[config.mk]
export PLATFORM = sky130hd
export DESIGN_NAME = ddsl_top
export DESIGN_NICKNAME = d
export VERILOG_FILES = /design/src/rtl/ddsl_pkg.sv /design/src/rtl/ddsl_sync.sv /design/src/rtl/ddsl_top.sv
export VERILOG_INCLUDE_DIRS = /design/src /design/src/rtl
export SDC_FILE = /design/constraint.sdc
export NUM_CORES = 1
export LEC_CHECK = 0
export BUFFER_PORTS_ARGS = -buffer_cell sky130_fd_sc_hd__buf_2
export CAP_MARGIN = 10
export CORE_UTILIZATION = 50
export DETAILED_ROUTE_END_ITERATION = 8
export PLACE_DENSITY = 0.68
export RECOVER_POWER = 100
export SETUP_SLACK_MARGIN = 0.5
export SKIP_LAST_GASP = 1
export SYNTH_ARGS = -nofsm -noshare
export SYNTH_HDL_FRONTEND = slang
export SYNTH_HIERARCHICAL = 1
export SYNTH_SLANG_ARGS = --single-unit
[constraint.sdc]
create_clock -name i_clk -period 5.2 [get_ports i_clk]
set_input_delay 0.78 -clock i_clk [delete_from_list [all_inputs] [get_ports i_clk]]
set_output_delay 0.78 -clock i_clk [all_outputs]
set_load 0.005 [all_outputs]
[src/rtl/ddsl_defs.svh]
// Purpose: Constants for the dual DAC serial load control block
// Assumes: Included by the package and by the top module, not by the synchroniser
// Notes: Word layout is command, channel mask, code, padding
`ifndef DDSL_DEFS_SVH
`define DDSL_DEFS_SVH

`define DDSL_WORD_BITS 24
`define DDSL_CODE_BITS 10
`define DDSL_CHANNELS 2
`define DDSL_LAST_BIT 5'h17
`define DDSL_ZERO_CODE 10'h000
`define DDSL_MID_CODE 10'h200
`define DDSL_CMD_HI 23
`define DDSL_CMD_LO 20
`define DDSL_MASK_HI 17
`define DDSL_MASK_LO 16
`define DDSL_CODE_HI 15
`define DDSL_CODE_LO 6
`define DDSL_PAD_BITS 6
`define DDSL_CMD_WRITE_IN 4'h1
`define DDSL_CMD_UPDATE 4'h2
`define DDSL_CMD_WRITE_UPD 4'h3
`define DDSL_CMD_READBACK 4'h9
`define DDSL_INIT_CYCLES 2'h3

`endif

[src/rtl/ddsl_pkg.sv]
// Purpose: Types shared by the dual DAC serial load control block
// Assumes: ddsl_defs.svh holds the numeric constants
// Notes: Types only
`include "ddsl_defs.svh"

package ddsl_pkg;
    typedef logic [`DDSL_CODE_BITS-1:0] ddsl_code_type;
    typedef logic [`DDSL_WORD_BITS-1:0] ddsl_word_type;
    typedef enum logic [1:0] {
        DDSL_IDLE,
        DDSL_SHIFT,
        DDSL_DONE
    } ddsl_frame_type;
endpackage

[src/rtl/ddsl_sync.sv]
// Purpose: Two-flop synchroniser for pins from outside the clock domain
// Assumes: Synchronous active-low reset
// Notes: First flop feeds only the second
`timescale 1ns/1ns

module ddsl_sync #(
    parameter int WIDTH = 1,
    parameter logic [WIDTH-1:0] RST_VAL = '0
) (
    input wire logic i_clk,
    input wire logic i_rst_b,
    input wire logic [WIDTH-1:0] i_async,
    output logic [WIDTH-1:0] o_sync
);
    logic [WIDTH-1:0] meta_r;
    logic [WIDTH-1:0] meta_nxt;
    logic [WIDTH-1:0] sync_nxt;

    if (WIDTH < 1) begin : g_check
        $error("ddsl_sync: WIDTH must be at least 1");
    end

    always_comb begin
        meta_nxt = i_async;
        sync_nxt = meta_r;
    end

    always_ff @(posedge i_clk) begin
        if (!i_rst_b) begin
            meta_r <= RST_VAL;
            o_sync <= RST_VAL;
        end else begin
            meta_r <= meta_nxt;
            o_sync <= sync_nxt;
        end
    end
endmodule // ddsl_sync

[src/rtl/ddsl_top.sv]
// Purpose: Serial load control for a dual 10-bit DAC
// Assumes: Serial clock far slower than i_clk; all pins asynchronous
// Notes: Link edges are found by sampling; no second clock domain
`timescale 1ns/1ns
`include "ddsl_defs.svh"

module ddsl_top (
    input wire logic i_clk,
    input wire logic i_rst_b,
    input wire logic i_frame_sync_n,
    input wire logic i_serial_clk,
    input wire logic i_serial_data_in,
    input wire logic i_load_strobe_n,
    input wire logic i_dac_reset_n,
    input wire logic i_reset_level_select,
    output logic o_serial_data_out,
    output ddsl_pkg::ddsl_code_type o_dac_a_code,
    output ddsl_pkg::ddsl_code_type o_dac_b_code
);
    import ddsl_pkg::*;

    localparam int NCH = `DDSL_CHANNELS;

    logic sync_s;
    logic sclk_s;
    logic din_s;
    logic strobe_s;
    logic rstn_s;
    logic sel_s;

    // Idle levels as reset values avoid false edges after reset
    ddsl_sync #(.WIDTH(3), .RST_VAL(3'b111)) u_sync_hi (
        .i_clk(i_clk),
        .i_rst_b(i_rst_b),
        .i_async({i_frame_sync_n, i_load_strobe_n, i_dac_reset_n}),
        .o_sync({sync_s, strobe_s, rstn_s})
    );

    ddsl_sync #(.WIDTH(3), .RST_VAL(3'b000)) u_sync_lo (
        .i_clk(i_clk),
        .i_rst_b(i_rst_b),
        .i_async({i_serial_clk, i_serial_data_in, i_reset_level_select}),
        .o_sync({sclk_s, din_s, sel_s})
    );

    ddsl_frame_type state_r;
    ddsl_frame_type state_nxt;
    logic [4:0] cnt_r;
    logic [4:0] cnt_nxt;
    ddsl_word_type shreg_r;
    ddsl_word_type shreg_nxt;
    logic sdo_r;
    logic sdo_nxt;
    ddsl_code_type in_r [NCH];
    ddsl_code_type in_nxt [NCH];
    ddsl_code_type dac_r [NCH];
    ddsl_code_type dac_nxt [NCH];
    logic [NCH-1:0] pend_r;
    logic [NCH-1:0] pend_nxt;
    logic [1:0] init_r;
    logic [1:0] init_nxt;
    logic sclk_p_r;
    logic strobe_p_r;
    logic rstn_p_r;

    logic sclk_fall;
    logic sclk_rise;
    logic strobe_fall;
    logic pin_rst_fall;
    logic word_done;
    ddsl_word_type word;
    logic [3:0] cmd;
    logic [NCH-1:0] mask;
    ddsl_code_type code;

    function automatic ddsl_code_type reset_code(input logic sel);
        return sel ? `DDSL_MID_CODE : `DDSL_ZERO_CODE;
    endfunction

    assign sclk_fall = sclk_p_r & ~sclk_s;
    assign sclk_rise = ~sclk_p_r & sclk_s;
    assign strobe_fall = strobe_p_r & ~strobe_s;
    assign pin_rst_fall = rstn_p_r & ~rstn_s;
    assign word = {shreg_r[`DDSL_WORD_BITS-2:0], din_s};
    assign cmd = word[`DDSL_CMD_HI:`DDSL_CMD_LO];
    assign mask = word[`DDSL_MASK_HI:`DDSL_MASK_LO];
    assign code = word[`DDSL_CODE_HI:`DDSL_CODE_LO];

    always_comb begin
        state_nxt = state_r;
        cnt_nxt = cnt_r;
        shreg_nxt = shreg_r;
        sdo_nxt = sdo_r;
        in_nxt = in_r;
        dac_nxt = dac_r;
        pend_nxt = pend_r;
        init_nxt = init_r;
        word_done = 1'b0;

        unique case (state_r)
            DDSL_IDLE: begin
                if (!sync_s) begin
                    state_nxt = DDSL_SHIFT;
                    cnt_nxt = 5'h00;
                    // Present first bit before the first falling edge
                    sdo_nxt = shreg_r[`DDSL_WORD_BITS-1];
                end
            end
            DDSL_SHIFT: begin
                // Early frame end drops the partial word
                if (sync_s) begin
                    state_nxt = DDSL_IDLE;
                end else if (sclk_fall) begin
                    shreg_nxt = word;
                    cnt_nxt = cnt_r + 5'h01;
                    if (cnt_r == `DDSL_LAST_BIT) begin
                        state_nxt = DDSL_DONE;
                        word_done = 1'b1;
                    end
                end
            end
            DDSL_DONE: begin
                // Extra bits only pass through for the next chained part
                if (sync_s) begin
                    state_nxt = DDSL_IDLE;
                end else if (sclk_fall) begin
                    shreg_nxt = word;
                end
            end
        endcase

        if (sclk_rise && !sync_s) begin
            sdo_nxt = shreg_r[`DDSL_WORD_BITS-1];
        end

        // Pin reset low blocks the strobe edge load only; a write with the strobe held low still loads
        if (strobe_fall && rstn_s) begin
            for (int i = 0; i < NCH; i++) begin
                if (pend_r[i]) begin
                    dac_nxt[i] = in_r[i];
                end
            end
            pend_nxt = '0;
        end

        if (word_done) begin
            unique case (cmd)
                `DDSL_CMD_WRITE_IN: begin
                    for (int i = 0; i < NCH; i++) begin
                        if (mask[i]) begin
                            in_nxt[i] = code;
                            if (!strobe_s) begin
                                dac_nxt[i] = code;
                                pend_nxt[i] = 1'b0;
                            end else begin
                                pend_nxt[i] = 1'b1;
                            end
                        end
                    end
                end
                `DDSL_CMD_UPDATE: begin
                    for (int i = 0; i < NCH; i++) begin
                        if (mask[i]) begin
                            dac_nxt[i] = in_r[i];
                            pend_nxt[i] = 1'b0;
                        end
                    end
                end
                `DDSL_CMD_WRITE_UPD: begin
                    for (int i = 0; i < NCH; i++) begin
                        if (mask[i]) begin
                            in_nxt[i] = code;
                            dac_nxt[i] = code;
                            pend_nxt[i] = 1'b0;
                        end
                    end
                end
                `DDSL_CMD_READBACK: begin
                    // Next frame shifts out the chosen input register
                    shreg_nxt = {cmd, 2'b00, mask,
                        mask[0] ? in_r[0] : in_r[1],
                        {`DDSL_PAD_BITS{1'b0}}};
                end
                default: begin
                end
            endcase
        end

        // Power-up load waits for the select pin to pass its synchroniser
        if (init_r != 2'h0) begin
            init_nxt = init_r - 2'h1;
            if (init_r == 2'h1) begin
                for (int i = 0; i < NCH; i++) begin
                    in_nxt[i] = reset_code(sel_s);
                    dac_nxt[i] = reset_code(sel_s);
                end
                pend_nxt = '0;
            end
        end

        if (pin_rst_fall) begin
            for (int i = 0; i < NCH; i++) begin
                in_nxt[i] = reset_code(sel_s);
                dac_nxt[i] = reset_code(sel_s);
            end
            pend_nxt = '0;
        end
    end

    always_ff @(posedge i_clk) begin
        if (!i_rst_b) begin
            state_r <= DDSL_IDLE;
            cnt_r <= 5'h00;
            shreg_r <= '0;
            sdo_r <= 1'b0;
            for (int i = 0; i < NCH; i++) begin
                in_r[i] <= `DDSL_ZERO_CODE;
                dac_r[i] <= `DDSL_ZERO_CODE;
            end
            pend_r <= '0;
            init_r <= `DDSL_INIT_CYCLES;
            sclk_p_r <= 1'b0;
            strobe_p_r <= 1'b1;
            rstn_p_r <= 1'b1;
        end else begin
            state_r <= state_nxt;
            cnt_r <= cnt_nxt;
            shreg_r <= shreg_nxt;
            sdo_r <= sdo_nxt;
            in_r <= in_nxt;
            dac_r <= dac_nxt;
            pend_r <= pend_nxt;
            init_r <= init_nxt;
            sclk_p_r <= sclk_s;
            strobe_p_r <= strobe_s;
            rstn_p_r <= rstn_s;
        end
    end

    assign o_serial_data_out = sdo_r;
    assign o_dac_a_code = dac_r[0];
    assign o_dac_b_code = dac_r[1];
endmodule // ddsl_top

==> impl_results.md, run 1 <==
* Initial DRC count at 251
* Clock Path Buffers at 2
* Largest area contributor in the netlist: dfxtp_1
* DRC viols at 0
* Status: complete, but fails checks
* Vias at 3,532
* Fin. Hold Viols at 0
* Slowest cell on the critical path: clkbuf_1
* Pleak at 1.61 nW
* Clock Skews at 0.0128 ns
* Pwr Density at 279 mW/mm2
* Fmax at 280 MHz
* Largest delay share family, worst path: buffers and inverters
* Adder-Cell Fraction of Synth Area at 1.73%
* Area fraction in compound gates after synthesis at between 10% and 20%
* Synth Flop Type: dfxtp_1
* Clock buffer count from CTS at 9
* Slew HR at -22.1%
* HPWL Detailed at ~6.7 mm
* Drt via density at 5.95
* Critical Path Stages at 6
* Cells after synthesis at 469
* Post-CTS Resized at 0
* GPL Wtd Cong at around 0.8
* Most common cell after layout, fill and taps aside: dfxtp_1
* Crit path max fanout at 29
* Routed Antenna Nets at 0
* Simple-gate share of the synthesized area at 20.7%
* CORE AREA at 0.00830 mm2
* Global-route wire length before repair at 16.7 mm
* Worst Tran Pin Value at 1.82 ns
* Critical path class: input port to register
* Ratio of cells with drive above 1 in the final layout at 12.5%
* Clock sinks at 91
* Num ports at 29
* CP startpoint kind: input port
* Synth async-reset ratio at 0%
* Failing checks: capacitance limit, slew limit
* Final setup violation count at 0
* Chip width at 95.2 um
* Post-Syn Nets at 483
* Die H at 95.2 um
* H-Tree Depth at 3
* Non-filler cells, final at 594
* Most frequent cells in the layout: dfxtp_1 (91), nand2_1 (59), mux2i_1 (37)
* Nets@finish at 498
* PortBufs at 28
* Drt total wl at about 10 mm
* GR Util All Layers at 24.1%
* Final period utilization at 68.7%
* Number of synthesized flops with an enable pin at 0
* Main combinational cell family by area after synthesis: simple AND/OR/NAND/NOR gates
* Post-route setup TNS at 0 ns
* Synth warn at 6
* Yosys cell types at 55
* CTS tree: done
* # rows at 33
* Cts hold-fix bufs at 0
* Total placed cells including tap cells at 577
* Max Slew Vio Count at 11
* Die ar. at 0.00906 mm2
* CP required at 5.40 ns
* Hold depth at 1
* Reg clk slew, reported paths at 0.09 ns
* Initial core utilization at 52.3%
* Post-Syn Area at approximately 0.0043 mm2
* R2R cell count at 4
* Mux cell area share after synthesis at a little over an eighth
* Mapped Avg Cell Area at 9.26 um2
* Wire length per cell at 17.3 um
* CP cell instances: clkbuf_1 -> inv_1 -> a221o_1 -> clkbuf_1 -> o21bai_1 -> o22ai_1
* Largest cells by area after synthesis: dfxtp_1 (42%), mux2i_1 (8.5%), mux2_2 (5.2%)
* RSZ-0062 raised after global routing: false
* Largest net degree at the start of global routing at 30
* Hold Slack at 0.413 ns
* Maxcap violations at 1
* Vias in the first global route at 3,220
* CP most frequent cell: clkbuf_1
* Ant. Diodes at 0
* Worst min path class: register to register
* CP peak stage delay at 1.05 ns
* FF+latch count, synth at 91
* Critical path buffers and inverters at 3
* Setup Fix Bufs, Post-CTS at 0
* Initial antenna violation count at 0
* Critical Path AT at 3.78 ns
* Max VDD drop at 0.163 mV
* GRT overflow at 0
* Clk Tree Root Cell: clkbuf_8
* Tmin final at 3.57 ns
* Crit. End Element: register
* Post-Synth XOR/XNOR Area at 0.807%
* Area share of the largest cell type after synthesis at 41.9%
* Sequential share of the synthesized area at 41.9%
* Detailed Routing Iterations Pass 1 at 5
* Layout area overhead at 8.04%
* Clock latency on the worst-skew pair at 0.36 ns
-- worst paths after layout --
kind                                  start                              to  slack, ns
max                                 i_rst_b      o_dac_b_code[7]$_SDFF_PP0_       1.63
min          u_sync_hi/meta_r[0]$_SDFF_PN1_  u_sync_hi/o_sync[0]$_SDFF_PN1_       0.41
max reg2reg          shreg_r[19]$_SDFF_PN0_              in_r[9]$_SDFF_PN0_       2.03
min reg2reg  u_sync_hi/meta_r[0]$_SDFF_PN1_  u_sync_hi/o_sync[0]$_SDFF_PN1_       0.41
-- layer usage --
layer  track usage, %  up-vias  part of all wire [%]
met5                0        -                     0
met4             7.83        0                   1.1
met3             3.51       11                   4.7
met2             35.8      111                    43
met1             35.4     1679                    51
li1                 -     1731                     -
-- report_power, final --
group | internal (mW) | switching [mW]
clock network | 0.249 | 0.252
logic | 0.0316 | 0.0528
registers | 0.711 | 0.0125
total | 0.992 | 0.317
-- synth_stat cells (all sizes together), types with 2 or more instances --
library cell and instances:
dfxtp 91, nand2 59, mux2i 37, nor2 29, mux2 20, a21oi 18, nand2b 18, buf 17
nor2b 15, a31oi 14, o21ai 14, a211oi 13, a311oi 11, clkbuf 11, inv 11, a22oi 10
o211ai 10, o22ai 9, and2 8, ha 6, nand3 5, nor3 4, and4bb 3, nand3b 3
nand4b 3, or3b 3, xnor2 3, nand4 2, nand4bb 2, nor3b 2, nor4 2, o21a 2
-- final cells by class --
class                           count  area [um2]
Tap cell                          105         131
Clock buffer                       11         151
Fill cell                         742        3610
Clock inverter                      5        58.8
Timing Repair Buffer               32         148
Multi-Input combinational cell    339        2340
Inverter                           11        41.3
Sequential cell                    91        1820
-- flip-flops by register name (all words and copies together), names as in the netlist --
signal / cells
u_sync_hi/meta_r: 3
u_sync_lo/o_sync: 3
o_dac_b_code: 10
rstn_p_r: 1
init_r: 2
shreg_r: 24
cnt_r: 5
o_serial_data_out: 1
u_sync_hi/o_sync: 3
strobe_p_r: 1
o_dac_a_code: 10
pend_r: 2
u_sync_lo/meta_r: 3
in_r: 20
state_r: 2
sclk_p_r: 1
-- cell families (layout without fill, tap and decap cells) --
kind of cell	count (synthesis)	in the layout
buffers and inverters	39	59
AOI/OAI and AO/OA	109	109
xor gates and xnor gates	4	4
and+or+nand+nor	163	163
muxes	57	57
adders and majority gates	6	6
DFF	91	91
-- stage by stage --
| step | worst slack, ns | cell area [um2] | power (mW) | util [%] |
|---|---|---|---|---|
| finish | 1.63 | 4690 | 1.31 | 56.5 |
| global route | 1.36 | 4690 | 1.36 | 56.5 |
| CTS | 2.59 | 4720 | 1.32 | 56.9 |
| detailed placement | 2.45 | 4510 | 0.824 | 54.4 |
| global placement | 2.52 | 4510 | 0.820 | 54.4 |
| floorplan | 3.52 | 4340 | 0.798 | - |
-- worst reg2reg max path, cell delays in order (launching register included) --
cell and delay (ns):
dfxtp_1 0.93, nand4bb_1 0.28, nor3_1 1.42, mux2i_1 0.31
a21oi_1 0.08
(Power assumes the default switching activity.)
==> run 2: changes to the inputs <==
==> constraint.sdc (replaced) <==
create_clock -name i_clk -period 3.6 [get_ports i_clk]
set_input_delay 0.54 -clock i_clk [delete_from_list [all_inputs] [get_ports i_clk]]
set_output_delay 0.54 -clock i_clk [all_outputs]
set_load 0.005 [all_outputs]
==> run 2 against run 1 <==
Clock power rose by 30%. Utilization is essentially flat. Non-clock buffer count up 3. Cell area about the same. Clock-buffer cell count decreased by 1. Via count fell by 0.11%. Register-to-register slack worse by 1.1 ns. Die area did not move. Critical endpoint is now shreg_r[5]$_SDFF_PN0_. Hold slack got worse by 0.061 ns. Largest cell class unchanged. The flow now finishes without violations. First-iteration DRC count rose by 14%.
==> impl_results.md, run 2 (synthesis results as in run 1) <==
* Pwr Density at 388 mW/mm2 (+39%)
* CP startpoint kind: register
* Slew HR at 20.6% (+43 points)
* Sequential fraction of design power at 57.4% (+2.1 points)
* Net switching fraction of the power at 26.4% (+2.2 points)
* Setup Fix Bufs, Post-CTS at 0 (unchanged)
* Post-CTS Resized at 0 (unchanged)
* Worst Hold End: u_sync_hi/meta_r[2]$_SDFF_PN1_
* Nets@finish at 501 (+0.60%)
* Comb pwr share at 6.8% (+0.3 points)
* Detailed Routing Iterations Pass 1 at 5 (unchanged)
* Largest net degree at the start of global routing at 31 (+3.3%)
* CORE AREA at 0.00830 mm2 (unchanged)
* CP cell instances: inv_1 -> ha_1 -> and4b_1 -> nand3_1 -> clkbuf_1 -> nand2_1 -> a21oi_1
* Worst min path class: input port to register
* Non-filler cells, final at 597 (+0.51%)
* Global-route wire length before repair at 16.8 mm (+0.95%)
* Min-delay src: i_frame_sync_n
* Vias at 3,528 (-0.11%)
* Largest reg by FF count: shreg_r
* CP required at 3.89 ns (-1.51 ns)
* H-Tree Depth at 3 (unchanged)
* Overall power at 1.82 mW (+39%)
* Max VDD drop at 0.187 mV (+15%)
* Worst Tran Pin Value at 1.19 ns (-0.629 ns)
* Largest regs: shreg_r: 24 flops, in_r: 20 flops
* Core Util, Final at 56.6% (about the same)
* RSZ-0062 raised after global routing: false
* Slowest cell on the critical path: clkbuf_1
* Ant. Diodes at 0 (unchanged)
* Initial antenna violation count at 0 (unchanged)
* Status: complete, no violations
* # rows at 33 (unchanged)
* Cts hold-fix bufs at 0 (unchanged)
* Most frequent cells in the layout: dfxtp_1 (91), nand2_1 (59), mux2i_1 (37)
* Initial core utilization at 52.3% (unchanged)
* Reg clk slew, reported paths at 0.09 ns (about the same)
* Total placed cells including tap cells at 581 (+0.69%)
* RR Startpoint: state_r[1]$_SDFFE_PN0P_
* Crit path max fanout at 18 (-38%)
* Internal at 1.34 mW (+35%)
* Critical path class: register to register
* Critical Path AT at 2.94 ns (-0.84 ns)
* Clk Tree Root Cell: clkbuf_8
* Fin. Hold Viols at 0 (unchanged)
* DRC viols at 0 (unchanged)
* Clock Path Buffers at 2 (unchanged)
* Clock sinks at 91 (unchanged)
* R2R cell count at 7 (+3)
* Pleak at 1.63 nW (+1.5%)
* Die ar. at 0.00906 mm2 (unchanged)
* Drt total wl at 10.2 mm (-0.59%)
* Maxcap violations at 0 (-1)
* Ratio of cells with drive above 1 in the final layout at 13.6% (+1.1 points)
* Hold depth at 2 (+1)
* Wire length per cell at 17.1 um (-1.1%)
* Initial DRC count at 285 (+14%)
* Drt via density at 5.91 (-0.62%)
* Most common cell after layout, fill and taps aside: dfxtp_1
* HPWL Detailed at 6.80 mm (+1.1%)
* Final setup violation count at 0 (unchanged)
* Reg-to-reg slack, setup at 0.94 ns (-1.09 ns)
* Vias in the first global route at 3,273 (+1.6%)
* Hold Slack at 0.351 ns (-0.0615 ns)
* CTS tree: done
* Clock power share at 35.9% (-2.4 points)
* Max reg flops at 24 (unchanged)
* Crit. End Element: register
* Routed Antenna Nets at 0 (unchanged)
* Max Slew Vio Count at 0 (-11)
* Post-route setup TNS at 0 ns (unchanged)
* Clock latency on the worst-skew pair at 0.37 ns (about the same)
* GRT overflow at 0 (unchanged)
* Final period utilization at 73.8%
* Layout area overhead at 8.07% (about the same)
* Fmax at 377 MHz
* Clock buffer count from CTS at 9 (unchanged)
* Die H at 95.2 um (unchanged)
* CP peak stage delay at 0.70 ns (-0.35 ns)
* Switch Pwr at 482 uW (+52%)
* Tmin final at between 2 and 3 ns
* GR Util All Layers at 24.5% (+0.46 points)
* PortBufs at 28 (unchanged)
* Chip width at 95.2 um (unchanged)
* GPL Wtd Cong at 0.838 (+3.1%)
* Clock Skews at 0.0167 ns (+0.00397 ns)
* Reg-to-Reg End: shreg_r[5]$_SDFF_PN0_
* Num ports at 29 (unchanged)
==> run 2: cell types whose count changed in the layout (fill, tap and decap cells not counted), sizes merged <==
| cell | delta |
|---|---|
| bufinv | -1 |
| inv | +3 |
| clkinvlp | -2 |
| clkbuf | -4 |
| buf | +6 |
| clkinv | +1 |
==> run 2: cell type report <==
cell class / count / area, um2
Timing Repair Buffer: 35 / 165
Sequential cell: 91 / 1820
Multi-Input combinational cell: 339 / 2350
Clock inverter: 6 / 55.1
Inverter: 11 / 41.3
Clock buffer: 10 / 128
Fill cell: 744 / 3610
Tap cell: 105 / 131
==> run 2: through the flow <==
step           setup WS (ns)  area [um2]
4_1_cts                 1.46        4720
3_5_place_dp            1.30        4540
6_report               0.944        4690
3_3_place_gp            1.32        4540
5_1_grt                0.768        4690
2_1_floorplan           1.93        4340
==> run 2: power by group through the flow <==
| stage | Sequential (mW) | Combinational [mW] | Clock (mW) |
|---|---|---|---|
| 5_1_grt | 1.05 | 0.139 | 0.709 |
| 6_report | 1.04 | 0.123 | 0.653 |
| 3_5_place_dp | 1.07 | 0.125 | 0 |
| 2_1_floorplan | 1.06 | 0.0925 | 0 |
| 4_1_cts | 1.04 | 0.126 | 0.670 |
| 3_3_place_gp | 1.07 | 0.120 | 0 |
==> run 2: worst max path at each step <==
| stage | startpoint | end | slack, ns | depth (start not counted) |
|---|---|---|---|---|
| final | state_r[1]$_SDFFE_PN0P_ | shreg_r[5]$_SDFF_PN0_ | 0.94 | 7 |
| after global routing | state_r[1]$_SDFFE_PN0P_ | shreg_r[5]$_SDFF_PN0_ | 0.77 | 7 |
| after CTS | shreg_r[15]$_SDFF_PN0_ | o_dac_a_code[3]$_SDFF_PP0_ | 1.46 | 4 |
| after detailed placement | i_rst_b | o_dac_b_code[7]$_SDFF_PP0_ | 1.30 | 5 |
| after global placement | i_rst_b | o_dac_b_code[7]$_SDFF_PP0_ | 1.32 | 5 |
| after floorplan | state_r[0]$_SDFFE_PN0P_ | shreg_r[10]$_SDFF_PN0_ | 1.93 | 6 |
==> run 2: worst max-delay path: cells and delay by family (launching register included) <==
| kind | cells | cell delay, ns |
|---|---|---|
| simple gates | 3 | 0.94 |
| buf+inv | 2 | 0.77 |
| flops | 1 | 0.36 |
| fa+ha+maj | 1 | 0.26 |
| compound gates | 1 | 0.24 |
==> run 2: routing by layer <==
layer	vias up	GRT usage, %	share of wire, %
li1	1734	-	-
met1	1695	35.4	49
met2	84	36.0	44
met3	15	3.83	4.5
met4	0	10.4	1.9
met5	-	0	0
